File: src/ast_pkg.sv
// shared constants and types of the asynchronous serial transceiver
package ast_pkg;
  localparam logic [4:0]  ADDR_DATA  = 5'h00;
  localparam logic [4:0]  ADDR_CTRL  = 5'h04;
  localparam logic [4:0]  ADDR_DIV   = 5'h08;
  localparam logic [4:0]  ADDR_STAT  = 5'h0C;
  localparam logic [4:0]  ADDR_FORCE = 5'h10;
  localparam int          C_LEN      = 0;
  localparam int          C_PEN      = 2;
  localparam int          C_EVEN     = 3;
  localparam int          C_STOP     = 4;
  localparam int          C_FEN      = 6;
  localparam int          C_TRIG     = 7;
  localparam int          C_BRK      = 9;
  localparam int          C_LOOP     = 10;
  localparam int          C_AFC      = 11;
  localparam int          C_RXIE     = 12;
  localparam int          C_TXIE     = 13;
  localparam logic [13:0] CTRL_RST   = 14'h0043;
  localparam logic [15:0] DIV_RST    = 16'h0001;
  localparam int          S_RXAV     = 0;
  localparam int          S_TXRDY    = 1;
  localparam int          S_OVR      = 2;
  localparam int          S_PAR      = 3;
  localparam int          S_FRM      = 4;
  localparam int          S_BRK      = 5;
  localparam int          S_TXMT     = 6;
  localparam int          F_BRK      = 0;
  localparam int          F_PAR      = 1;
  localparam int          F_OVR      = 2;
  localparam int          F_FRM      = 3;
  localparam logic [5:0]  OVS_TICKS  = 6'h10;
  localparam logic [5:0]  HALF_TICKS = 6'h08;
  localparam logic [5:0]  STOP_1P5   = 6'h18;
  localparam logic [5:0]  STOP_2     = 6'h20;
  localparam logic [4:0]  TRIG_1     = 5'h01;
  localparam logic [4:0]  TRIG_4     = 5'h04;
  localparam logic [4:0]  TRIG_8     = 5'h08;
  localparam logic [4:0]  TRIG_14    = 5'h0E;
  typedef enum {TX_IDLE, TX_START, TX_DATA, TX_PAR, TX_STOP} ast_tx_type;
  typedef enum {RX_IDLE, RX_START, RX_DATA, RX_PAR, RX_STOP, RX_WAIT} ast_rx_type;
endpackage

File: src/ast_uart.sv
// asynchronous serial transceiver with fifos, flow control and diagnostics
`timescale 1ns/1ns
// Behaviour
// - shift rx bits in, tx words out
// - bit timing from divisor 1 to 65535
// - five to eight data bits selectable
// - even, odd or no parity generated/checked
// - stop of one, one and a half, two bits
// - separate sixteen byte tx and rx fifos
// - fifos disabled means single holding stage
// - rx trigger 1/4/8/14 drives rts, dma
// - dma requests for rx data, tx space
// - interrupts for rx data and tx space
// - short low glitch rejected as start
// - break send on command and detect
// - loopback routes tx back into rx
// - force break, parity, overrun, framing errors
// - autoflow: rts drops at trigger, cts pauses
// - bit period at least sixteen clocks
// - start and data bits last one period
module ast_uart
  import ast_pkg::*;
#(
  parameter int DEPTH = 16
) (
  input  wire logic        REF_CLK_IN,
  input  wire logic        NRST_IN,
  input  wire logic [4:0]  ADDR_IN,
  input  wire logic [15:0] WDATA_IN,
  input  wire logic        WR_IN,
  input  wire logic        RD_IN,
  output logic      [15:0] RDATA_OUT,
  input  wire logic        RXD_IN,
  output logic             TXD_OUT,
  input  wire logic        CTS_N_IN,
  output logic             RTS_N_OUT,
  output logic             RX_DMA_REQ_OUT,
  output logic             TX_DMA_REQ_OUT,
  output logic             RX_INT_OUT,
  output logic             TX_INT_OUT
);
  localparam logic [4:0] CAP_FULL = 5'(DEPTH);

  function automatic logic [7:0] len_mask(input logic [1:0] len);
    len_mask = 8'hFF >> (2'h3 - len);
  endfunction

  function automatic logic par_of(input logic [7:0] d, input logic [1:0] len, input logic even);
    par_of = (^(d & len_mask(len))) ^ ~even;
  endfunction

  function automatic logic is_full(input logic [4:0] cnt, input logic fen);
    is_full = fen ? (cnt >= CAP_FULL) : (cnt != 5'h00);
  endfunction

  logic [13:0] ctrl;
  logic [15:0] div;
  logic [15:0] div_cnt;
  logic        s_ovr;
  logic        s_par;
  logic        s_frm;
  logic        s_brk;
  logic [7:0]  tx_mem [DEPTH];
  logic [7:0]  rx_mem [DEPTH];
  logic [3:0]  tx_wp;
  logic [3:0]  tx_rp;
  logic [4:0]  tx_cnt;
  logic [3:0]  rx_wp;
  logic [3:0]  rx_rp;
  logic [4:0]  rx_cnt;
  ast_tx_type  tx_st;
  ast_rx_type  rx_st;
  logic [5:0]  tx_sub;
  logic [2:0]  tx_bit;
  logic [7:0]  tx_shift;
  logic        tx_par;
  logic        tx_line;
  logic [5:0]  rx_sub;
  logic [2:0]  rx_bit;
  logic [7:0]  rx_shift;
  logic        rx_pbit;

  wire         fen       = ctrl[C_FEN];
  wire  [1:0]  len       = ctrl[C_LEN+:2];
  wire         pen       = ctrl[C_PEN];
  wire         afc       = ctrl[C_AFC];
  wire  [15:0] div_eff   = (div == 16'h0000) ? 16'h0001 : div;
  wire         tick      = (div_cnt >= div_eff - 16'h0001);
  wire         wr_data   = WR_IN && (ADDR_IN == ADDR_DATA);
  wire         wr_force  = WR_IN && (ADDR_IN == ADDR_FORCE);
  wire         rd_data   = RD_IN && (ADDR_IN == ADDR_DATA);
  wire         rd_stat   = RD_IN && (ADDR_IN == ADDR_STAT);
  wire         tx_full   = is_full(tx_cnt, fen);
  wire         rx_full   = is_full(rx_cnt, fen);
  wire         tx_push   = wr_data && !tx_full;
  wire         cts_ok    = !afc || !CTS_N_IN;
  wire         tx_pop    = (tx_st == TX_IDLE) && (tx_cnt != 5'h00) && cts_ok;
  wire         rx_pop    = rd_data && (rx_cnt != 5'h00);
  wire  [4:0]  trig_lvl  = !fen ? TRIG_1 :
                           (ctrl[C_TRIG+:2] == 2'h0) ? TRIG_1 :
                           (ctrl[C_TRIG+:2] == 2'h1) ? TRIG_4 :
                           (ctrl[C_TRIG+:2] == 2'h2) ? TRIG_8 : TRIG_14;
  wire         rx_trig   = (rx_cnt >= trig_lvl);
  wire  [5:0]  stop_len  = (ctrl[C_STOP+:2] == 2'h1) ? STOP_1P5 :
                           (ctrl[C_STOP+:2] == 2'h2) ? STOP_2 : OVS_TICKS;
  wire         rx_line   = ctrl[C_LOOP] ? (tx_line && !ctrl[C_BRK]) : RXD_IN;
  wire         bit_end   = tick && (rx_sub == OVS_TICKS - 6'h01);
  wire         rx_done   = (rx_st == RX_STOP) && bit_end;
  wire  [7:0]  rx_word   = rx_shift >> (2'h3 - len);
  wire         rx_perr   = pen && (rx_pbit != par_of(rx_word, len, ctrl[C_EVEN]));
  wire         rx_isbrk  = (rx_word == 8'h00) && !rx_line && !(pen && rx_pbit);
  wire         rx_push   = rx_done && !rx_full;
  wire         set_ovr   = (rx_done && rx_full) || (wr_force && WDATA_IN[F_OVR]);
  wire         set_par   = (rx_done && rx_perr) || (wr_force && WDATA_IN[F_PAR]);
  wire         set_frm   = (rx_done && !rx_line) || (wr_force && WDATA_IN[F_FRM]);
  wire         set_brk   = (rx_done && rx_isbrk) || (wr_force && WDATA_IN[F_BRK]);
  wire  [15:0] stat_word = {9'h000, (tx_cnt == 5'h00) && (tx_st == TX_IDLE), s_brk, s_frm, s_par, s_ovr,
                            !tx_full, rx_cnt != 5'h00};
  wire  [15:0] rd_mux    = (ADDR_IN == ADDR_DATA) ? {8'h00, rx_mem[rx_rp]} :
                           (ADDR_IN == ADDR_CTRL) ? {2'h0, ctrl} :
                           (ADDR_IN == ADDR_DIV)  ? div :
                           (ADDR_IN == ADDR_STAT) ? stat_word : 16'h0000;

  // register port and sticky status, set wins over read clear
  always_ff @(posedge REF_CLK_IN or negedge NRST_IN) begin
    if (!NRST_IN) begin
      ctrl      <= CTRL_RST;
      div       <= DIV_RST;
      RDATA_OUT <= 16'h0000;
      s_ovr     <= 1'b0;
      s_par     <= 1'b0;
      s_frm     <= 1'b0;
      s_brk     <= 1'b0;
    end else begin
      if (WR_IN && ADDR_IN == ADDR_CTRL) ctrl <= WDATA_IN[13:0];
      if (WR_IN && ADDR_IN == ADDR_DIV) div <= WDATA_IN;
      if (RD_IN) RDATA_OUT <= rd_mux;
      s_ovr <= set_ovr || (s_ovr && !rd_stat);
      s_par <= set_par || (s_par && !rd_stat);
      s_frm <= set_frm || (s_frm && !rd_stat);
      s_brk <= set_brk || (s_brk && !rd_stat);
    end
  end

  // sixteen-times oversampling tick
  always_ff @(posedge REF_CLK_IN or negedge NRST_IN) begin
    if (!NRST_IN) begin
      div_cnt <= 16'h0000;
    end else begin
      div_cnt <= tick ? 16'h0000 : div_cnt + 16'h0001;
    end
  end

  // transmit fifo, single stage when fifos are off
  always_ff @(posedge REF_CLK_IN or negedge NRST_IN) begin
    if (!NRST_IN) begin
      tx_wp  <= 4'h0;
      tx_rp  <= 4'h0;
      tx_cnt <= 5'h00;
    end else begin
      if (tx_push) tx_wp <= tx_wp + 4'h1;
      if (tx_pop) tx_rp <= tx_rp + 4'h1;
      tx_cnt <= tx_cnt + {4'h0, tx_push} - {4'h0, tx_pop};
    end
  end

  always_ff @(posedge REF_CLK_IN) begin
    if (tx_push) tx_mem[tx_wp] <= WDATA_IN[7:0];
    if (rx_push) rx_mem[rx_wp] <= rx_word & len_mask(len);
  end

  // receive fifo, overrun drops the new character
  always_ff @(posedge REF_CLK_IN or negedge NRST_IN) begin
    if (!NRST_IN) begin
      rx_wp  <= 4'h0;
      rx_rp  <= 4'h0;
      rx_cnt <= 5'h00;
    end else begin
      if (rx_push) rx_wp <= rx_wp + 4'h1;
      if (rx_pop) rx_rp <= rx_rp + 4'h1;
      rx_cnt <= rx_cnt + {4'h0, rx_push} - {4'h0, rx_pop};
    end
  end

  // transmitter: start, data lsb first, parity, stop
  always_ff @(posedge REF_CLK_IN or negedge NRST_IN) begin
    if (!NRST_IN) begin
      tx_st    <= TX_IDLE;
      tx_sub   <= 6'h00;
      tx_bit   <= 3'h0;
      tx_shift <= 8'h00;
      tx_par   <= 1'b0;
      tx_line  <= 1'b1;
    end else begin
      case (tx_st)
        TX_IDLE: begin
          tx_line <= 1'b1;
          if (tx_pop) begin
            tx_shift <= tx_mem[tx_rp];
            tx_par   <= par_of(tx_mem[tx_rp], len, ctrl[C_EVEN]);
            tx_sub   <= 6'h00;
            tx_line  <= 1'b0;
            tx_st    <= TX_START;
          end
        end
        TX_START: begin
          if (tick) begin
            tx_sub <= tx_sub + 6'h01;
            if (tx_sub == OVS_TICKS - 6'h01) begin
              tx_sub   <= 6'h00;
              tx_bit   <= 3'h0;
              tx_line  <= tx_shift[0];
              tx_shift <= tx_shift >> 1;
              tx_st    <= TX_DATA;
            end
          end
        end
        TX_DATA: begin
          if (tick) begin
            tx_sub <= tx_sub + 6'h01;
            if (tx_sub == OVS_TICKS - 6'h01) begin
              tx_sub <= 6'h00;
              tx_bit <= tx_bit + 3'h1;
              if (tx_bit == {1'b1, len}) begin
                tx_line <= pen ? tx_par : 1'b1;
                tx_st   <= pen ? TX_PAR : TX_STOP;
              end else begin
                tx_line  <= tx_shift[0];
                tx_shift <= tx_shift >> 1;
              end
            end
          end
        end
        TX_PAR: begin
          if (tick) begin
            tx_sub <= tx_sub + 6'h01;
            if (tx_sub == OVS_TICKS - 6'h01) begin
              tx_sub  <= 6'h00;
              tx_line <= 1'b1;
              tx_st   <= TX_STOP;
            end
          end
        end
        TX_STOP: begin
          if (tick) begin
            tx_sub <= tx_sub + 6'h01;
            if (tx_sub == stop_len - 6'h01) begin
              tx_sub <= 6'h00;
              tx_st  <= TX_IDLE;
            end
          end
        end
        default: tx_st <= TX_IDLE;
      endcase
    end
  end

  // receiver: start qualified at half bit, then centre samples
  always_ff @(posedge REF_CLK_IN or negedge NRST_IN) begin
    if (!NRST_IN) begin
      rx_st    <= RX_IDLE;
      rx_sub   <= 6'h00;
      rx_bit   <= 3'h0;
      rx_shift <= 8'h00;
      rx_pbit  <= 1'b0;
    end else begin
      case (rx_st)
        RX_IDLE: begin
          rx_sub <= 6'h00;
          if (tick && !rx_line) rx_st <= RX_START;
        end
        RX_START: begin
          if (tick) begin
            rx_sub <= rx_sub + 6'h01;
            if (rx_sub == HALF_TICKS - 6'h01) begin
              rx_sub <= 6'h00;
              rx_bit <= 3'h0;
              rx_st  <= rx_line ? RX_IDLE : RX_DATA;
            end
          end
        end
        RX_DATA: begin
          if (tick) rx_sub <= rx_sub + 6'h01;
          if (bit_end) begin
            rx_sub   <= 6'h00;
            rx_bit   <= rx_bit + 3'h1;
            rx_shift <= {rx_line, rx_shift[7:1]};
            if (rx_bit == {1'b1, len}) rx_st <= pen ? RX_PAR : RX_STOP;
          end
        end
        RX_PAR: begin
          if (tick) rx_sub <= rx_sub + 6'h01;
          if (bit_end) begin
            rx_sub  <= 6'h00;
            rx_pbit <= rx_line;
            rx_st   <= RX_STOP;
          end
        end
        RX_STOP: begin
          if (tick) rx_sub <= rx_sub + 6'h01;
          if (bit_end) begin
            rx_sub <= 6'h00;
            rx_st  <= rx_line ? RX_IDLE : RX_WAIT;
          end
        end
        RX_WAIT: begin
          if (rx_line) rx_st <= RX_IDLE;
        end
        default: rx_st <= RX_IDLE;
      endcase
    end
  end

  // registered line, flow control, dma and interrupt outputs
  always_ff @(posedge REF_CLK_IN or negedge NRST_IN) begin
    if (!NRST_IN) begin
      TXD_OUT        <= 1'b1;
      RTS_N_OUT      <= 1'b0;
      RX_DMA_REQ_OUT <= 1'b0;
      TX_DMA_REQ_OUT <= 1'b0;
      RX_INT_OUT     <= 1'b0;
      TX_INT_OUT     <= 1'b0;
    end else begin
      TXD_OUT        <= ctrl[C_LOOP] ? 1'b1 : (tx_line && !ctrl[C_BRK]);
      RTS_N_OUT      <= afc && rx_trig;
      RX_DMA_REQ_OUT <= rx_trig;
      TX_DMA_REQ_OUT <= !tx_full;
      RX_INT_OUT     <= ctrl[C_RXIE] && rx_trig;
      TX_INT_OUT     <= ctrl[C_TXIE] && !tx_full;
    end
  end
endmodule // ast_uart

File: config.mk
export PLATFORM = sky130hd
export DESIGN_NAME = ast_uart
export DESIGN_NICKNAME = d
export VERILOG_FILES = /design/src/ast_pkg.sv /design/src/ast_uart.sv
export SDC_FILE = /design/constraint.sdc
export NUM_CORES = 1
export LEC_CHECK = 0
export BUFFER_PORTS_ARGS = -buffer_cell sky130_fd_sc_hd__buf_2
export CAP_MARGIN = 40
export CORE_ASPECT_RATIO = 1.1
export CORE_MARGIN = 5
export CORE_UTILIZATION = 30
export CTS_BUF_LIST = sky130_fd_sc_hd__clkbuf_8
export DETAILED_ROUTE_END_ITERATION = 8
export RECOVER_POWER = 25
export SYNTH_ARGS = -nofsm -noshare
export SYNTH_HDL_FRONTEND = slang
export SYNTH_SLANG_ARGS = --single-unit
File: constraint.sdc
create_clock -name REF_CLK_IN -period 5.47 [get_ports REF_CLK_IN]
set_clock_uncertainty 0.1 [all_clocks]
set_input_delay 0.8205 -clock REF_CLK_IN [delete_from_list [all_inputs] [get_ports REF_CLK_IN]]
set_output_delay 0.8205 -clock REF_CLK_IN [all_outputs]
set_load 0.1 [all_outputs]
Word level (Yosys, flattened, before mapping)
Memories as Yosys holds them, arrays and structs flattened.
Cells that the tools add are included.
Cells by class
  mux-type cells: 80
  bitwise operators: 5
  magnitude comparators: 4
  reductions and logical operators: 83
  shift-type cells: 2
  equality and inequality tests: 46
  $add $sub $neg: 16
Operators with widths (number)
  $mux W32: 18
  $pmux W32 S6: 1
  $pmux W32 S5: 1
  $eq A32 B2 Y1 const B: 4
  $eq A32 B3 Y1 const B: 3
  $logic_not A32 Y1: 3
  $mux W16: 5
  $mux W6: 11
  $eq A32 B1 Y1 const B: 2
  $mux W8: 6
  $ne A2 B2 Y1 const B: 19
  $pmux W6 S3: 2
  $logic_and A1 B1 Y1: 35
  $eq A32 B4 Y1 const B: 1
  $mux W3: 10
  $pmux W8 S3: 1
  $mux W1: 17
  $add A16 B1 Y16 const B: 1
  $add A4 B1 Y4 const B: 4
  $and A8 B8 Y8: 2
  $ge A16 B16 Y1: 1
  $logic_not A16 Y1: 1
  $reduce_xor A8 Y1: 2
  $sub A16 B1 Y16 const B: 1
  46 further kinds: 85
Storage, ports and cells
  flip-flop bits (word level): 199
  RAM bits: 256
  input port bits: 27
  memories kept: 2
Memory list
  rx_mem: depth 16, bits a word 8, read ports 1, clocked after Yosys merged registers in 0, wr ports 1, line ast_uart.sv:64  | logic [7:0] rx_mem [DEPTH];
  tx_mem: depth 16, bits a word 8, read ports 1, clocked after Yosys merged registers in 0, wr ports 1, line ast_uart.sv:63  | logic [7:0] tx_mem [DEPTH];

Longest topological paths before layout
  word-level depth: 10
  mapped depth: 29
  gate-level depth less buffers: 27

Worst setup path after synthesis
No wires, ideal clock.
  kind: register to register
  from: reg div[9]
  to: reg rx_cnt[4]
  buffers on the path: 2
  data arrival time: 5.051 ns
  slack: 0.194 ns
  required time: 5.245 ns
  cell stages (with the launch flop): 30
  path through: dfrtp_1 > or4_1 > or4_1 > nor3_1 > nand2_1 > nor2_1 > nor2_1 > ha_1 > nand2_1 > nor2_1 > xnor2_1 > ha_1 > nand2_1 > o21a_1 > o21ai_0 > a31oi_1 > o41ai_2 > buf_2 > nand4_1 > buf_2 > ha_1 > inv_1 > ha_1 > inv_1 > fa_1 > inv_1 > a21oi_1 > nor2_1 > nor2_1 > xnor2_1
Between the ends
  longest elaborated chain between the ends: 9
Ends and longest elaborated chain
  from (decl): line ast_uart.sv:57  | logic [15:0] div;
  from (signal assigned): line ast_uart.sv:128  | div <= DIV_RST;
  from (signal assigned): line ast_uart.sv:136  | if (WR_IN && ADDR_IN == ADDR_DIV) div <= WDATA_IN;
  $logic_not A16 Y1: line ast_uart.sv:87  | wire [15:0] div_eff = (div == 16'h0000) ? 16'h0001 : div;
  $mux W16 (*): line ast_uart.sv:87
  $sub A16 B1 Y16 (*): line ast_uart.sv:88  | wire tick = (div_cnt >= div_eff - 16'h0001);
  $ge A16 B16 Y1 (*): line ast_uart.sv:88
  $logic_and A1 B1 Y1 (*): line ast_uart.sv:107  | wire bit_end = tick && (rx_sub == OVS_TICKS - 6'h01);
  $logic_and A1 B1 Y1 (*): line ast_uart.sv:108  | wire rx_done = (rx_st == RX_STOP) && bit_end;
  $logic_and A1 B1 Y1 (*): line ast_uart.sv:112  | wire rx_push = rx_done && !rx_full;
  $add A5 B1 Y5 (*): line ast_uart.sv:181  | rx_cnt <= rx_cnt + {4'h0, rx_push} - {4'h0, rx_pop};
  $sub A5 B1 Y5 (*): line ast_uart.sv:181
  to (signal assigned): line ast_uart.sv:181
  to (decl): line ast_uart.sv:70  | logic [4:0] rx_cnt;
Mark *: on every way between the ends. The rest lies on a longest branch, timed or not.
A chain may end at the register's enable or synchronous reset.

Final worst setup path
Same ends and word-level chain as after synthesis.

==> flow_summary.toml <==
[timing]
hold_viol_final = 0
drv_slew = 35
maxSlewHeadroom_pct = -39.93
fin_crit_ns = 5.193
timing.fmax_mhz = 192.6
fin_ws_ns = 0.2772
setup_violations = 0
finalCritPeriodShare_pct = 94.93
tightest_slew_ns = 2.099

[finish]
diodes = 0
nets = 1422
syn2layout_area_growth_pct = 14.64
final_area_mm2 = 0.02060
drive_above_1_share_pct = 22.60
fin_cells = 2162
nFillCells = 5720

[clocking]
cts.sinks = 397
clock_latency_ns = 0.63
cts.reportedPaths.clkPinSlew_ns = 0.06
cts_made_buffers = 68
cts_tree = "yes"
clockBufferDepth = 3
ctsHtreeMaxLevel = 3
cts_root_buf = "clkbuf_8"

[logic_synthesis]
synth_seq_area_share_pct = 62.44
synth_mux_area_share_pct = 13.78
avgSynthCellArea_um2 = 14.59
synth_compound_area_share_pct = 5.952
synthTopCellsByArea = "edfxtp_1, dfrtp_1, mux4_2"
synth.distinct_cells = 65
yosysTopAreaCell = "edfxtp_1"
synth-edff-count = 256
yosys_register_bits = 397
ys_warn_count = 0
async_flop_share_pct = 35.52
synthFlopType = "edfxtp_1"
synth-simple-area-share_pct = 7.678
yosys.cell_count.top_type = "edfxtp_1"
synth_cells = 1232
syn_nets = 1314
syn_area_mm2 = 0.01797
synth.top_cells.by_count = "edfxtp_1, dfrtp_1, nor2_1"
synth_top_area_share_pct = 42.77
synth_top_family_by_area = "multiplexers"
synth-xor-area-share_pct = 3.362
synthAdderAreaFrac_pct = 3.968

[worst_setup_path]
end_kind = "flop"
worst_ep_required_time_ns = 5.88
crit_family = "simple AND/OR/NAND/NOR gates"
cp-start-kind = "flop"
path_max_fanout = 4
reg2reg_slack_ns = 0.28
max_stage_delay_ns = 0.57
critPathArrivalTime_ns = 5.61
r2r_start = "div[9]"
crit_buf_inv = 4
critPathKind = "flop to flop"
critPathSlowestCell = "or4_4"
reg2reg_depth = 26
r2r_end = "rx_cnt[4]"

[grt]
grt_pass1_wl_mm = 65.13
grt_max_degree = 60
grtUsageTotal_pct = 12.84
antenna_found_initial = 1
grt_pass1_vias = 11090
overflow = 0

[status]
status = "complete, but fails checks"
violations = "max-capacitance violations, max-slew violations"

[die]
fp.dieH_um = 266.7
initial_core_util_pct = 30.14
fp.dieW_um = 243.4
dieArea_mm2 = 0.06491
ios = 49
num_rows = 94
coreArea_mm2 = 0.05963

[power_and_ir_drop]
swShare_pct = 29.45
combPwrFrac_pct = 19.1
intPower_mw = 5.458
netSwitchingPower_mw = 2.279
p_leak_nw = 7.701
p_per_area_mw_per_mm2 = 375.5
clkPwrFrac_pct = 34.2
p_seq_share_pct = 46.6
ir_worst_vdd_mv = 0.2266

[detailed_routing]
vias = 10708
dr.pass1.iters = 5
dr.first_iter.drc_count = 727
ant_nets = 0
drt_wl_total_mm = 41.80
drc = 0
vias_per_cell = 4.953
wl_per_cell_um = 19.33

[flow_run]
cap_violations = 1

[worst_hold_path]
min_path_cells = 2
min_path_type = "input port to flop"
min_to = "div[15]"
hold_path.startpoint = "WDATA_IN[15]"

[placed_design]
dp_hpwl_mm = 28.58
place_area_mm2 = 0.01925
portBuffers = 48
gp_congestion = 0.8444
post-place-cells = 2035
place_ws_ns = 0.1216
-- what timing repair did --
| action | CTS | global route |
|---|---|---|
| setup endpoints to repair | 0 | 52 |
| hold endpoints to repair | 32 | 0 |
| buffers inserted | 0 | 2 |
| gates resized for setup | 0 | 6 |
| hold buffers | 1 | 0 |
-- registers in the layout, summed over array words and instances (netlist names), 5 cells and up --
| register | cells |
|---|---|
| tx_mem | 128 |
| div | 16 |
| RDATA_OUT | 16 |
| rx_mem | 128 |
| rx_cnt | 5 |
| tx_shift | 8 |
| ctrl | 14 |
| rx_shift | 8 |
| tx_sub | 6 |
| div_cnt | 16 |
| rx_sub | 6 |
| tx_cnt | 5 |
-- kinds of logic (layout without fill, tap and decap cells) --
kind of cell,count (synthesis),in the layout
simple gates,279,279
mux,145,145
flops,397,397
compound gates,163,163
buf+inv,123,285
xor+xnor,69,69
fa+ha+maj,56,56
-- cell type report --
| class | count | area (um2) | share of cell area, % |
|---|---|---|---|
| tap | 768 | 960.9 | 4.664 |
| multi-input combinational | 712 | 6276 | 30.46 |
| clock buffer | 74 | 1018 | 4.943 |
| timing repair buffer | 88 | 528.0 | 2.563 |
| sequential | 397 | 11230 | 54.49 |
| inverter | 73 | 274.0 | 1.330 |
| clock inverter | 50 | 320.3 | 1.555 |
-- through the flow --
step / power (mW) / setup TNS (ns) / utilization [%] / hold slack (ns)
finish: 7.737 / 0 / 34.55 / 0.3340
detailed placement: 5.143 / 0 / 32.28 / 0.3747
floorplan: 4.712 / 0 / - / 0.3462
CTS: 7.834 / 0 / 34.54 / 0.2723
global route: 8.173 / -0.01885 / 34.55 / 0.2887
global placement: 5.099 / 0 / 32.25 / 0.3730
-- metal layers --
metal / share of wire [%] / GRT usage [%] / up-vias
met5: 0.017 / 0 / -
met4: 2.4 / 4.156 / 2
met3: 5.9 / 3.124 / 71
met2: 48 / 21.20 / 290
met1: 43 / 16.81 / 5478
li1: - / - / 4867
-- power groups by stage --
stage	sequential, mW	combinational, mW	clock (mW)
final	3.61	1.48	2.65
after detailed placement	3.66	1.48	0
after CTS	3.60	1.49	2.74
after global routing	3.63	1.65	2.89
after floorplan	3.69	1.02	0
after global placement	3.66	1.44	0
-- worst reg2reg max path, stage by stage, from the launching register on --
cell and delay (ns):
dfrtp_1 0.41, or4_4 0.57, or4_4 0.47, nor3_2 0.15
nand2_1 0.10, nor2_1 0.11, nor2_1 0.07, ha_1 0.23
nand2_2 0.11, buf_4 0.12, xnor2_1 0.06, ha_1 0.28
nand2_1 0.05, a21oi_1 0.14, a221oi_2 0.10, o41ai_4 0.44
nand4_1 0.23, ha_1 0.33, inv_1 0.05, ha_1 0.14
inv_1 0.06, fa_1 0.40, inv_1 0.08, a21oi_1 0.06
nor2_1 0.09, nor2_1 0.05, xnor2_1 0.11
-- worst max path at each step --
stage / startpoint / to / cells after the start
6_report: div[9] / rx_cnt[4] / 26
4_1_cts: div[8] / rx_cnt[4] / 26
2_1_floorplan: div[9] / rx_cnt[4] / 29
3_5_place_dp: div[8] / rx_cnt[4] / 26
5_1_grt: div[9] / rx_cnt[4] / 26
3_3_place_gp: div[9] / rx_cnt[4] / 27
-- placed cells by master (no fill, tap or decap), types with 17 or more instances in the layout --
cell type and n:
and2_1 17, edfxtp_1 256, xnor2_1 53, mux2_2 59, o21ai_0 37, buf_4 35
nand3_1 32, buf_2 38, nor2_1 77, a22oi_1 25, inv_1 91, ha_1 53
dfrtp_1 132, nand2_1 57, mux4_2 63, clkbuf_8 74, a21oi_1 39
Power figures use the tool's default switching activity.
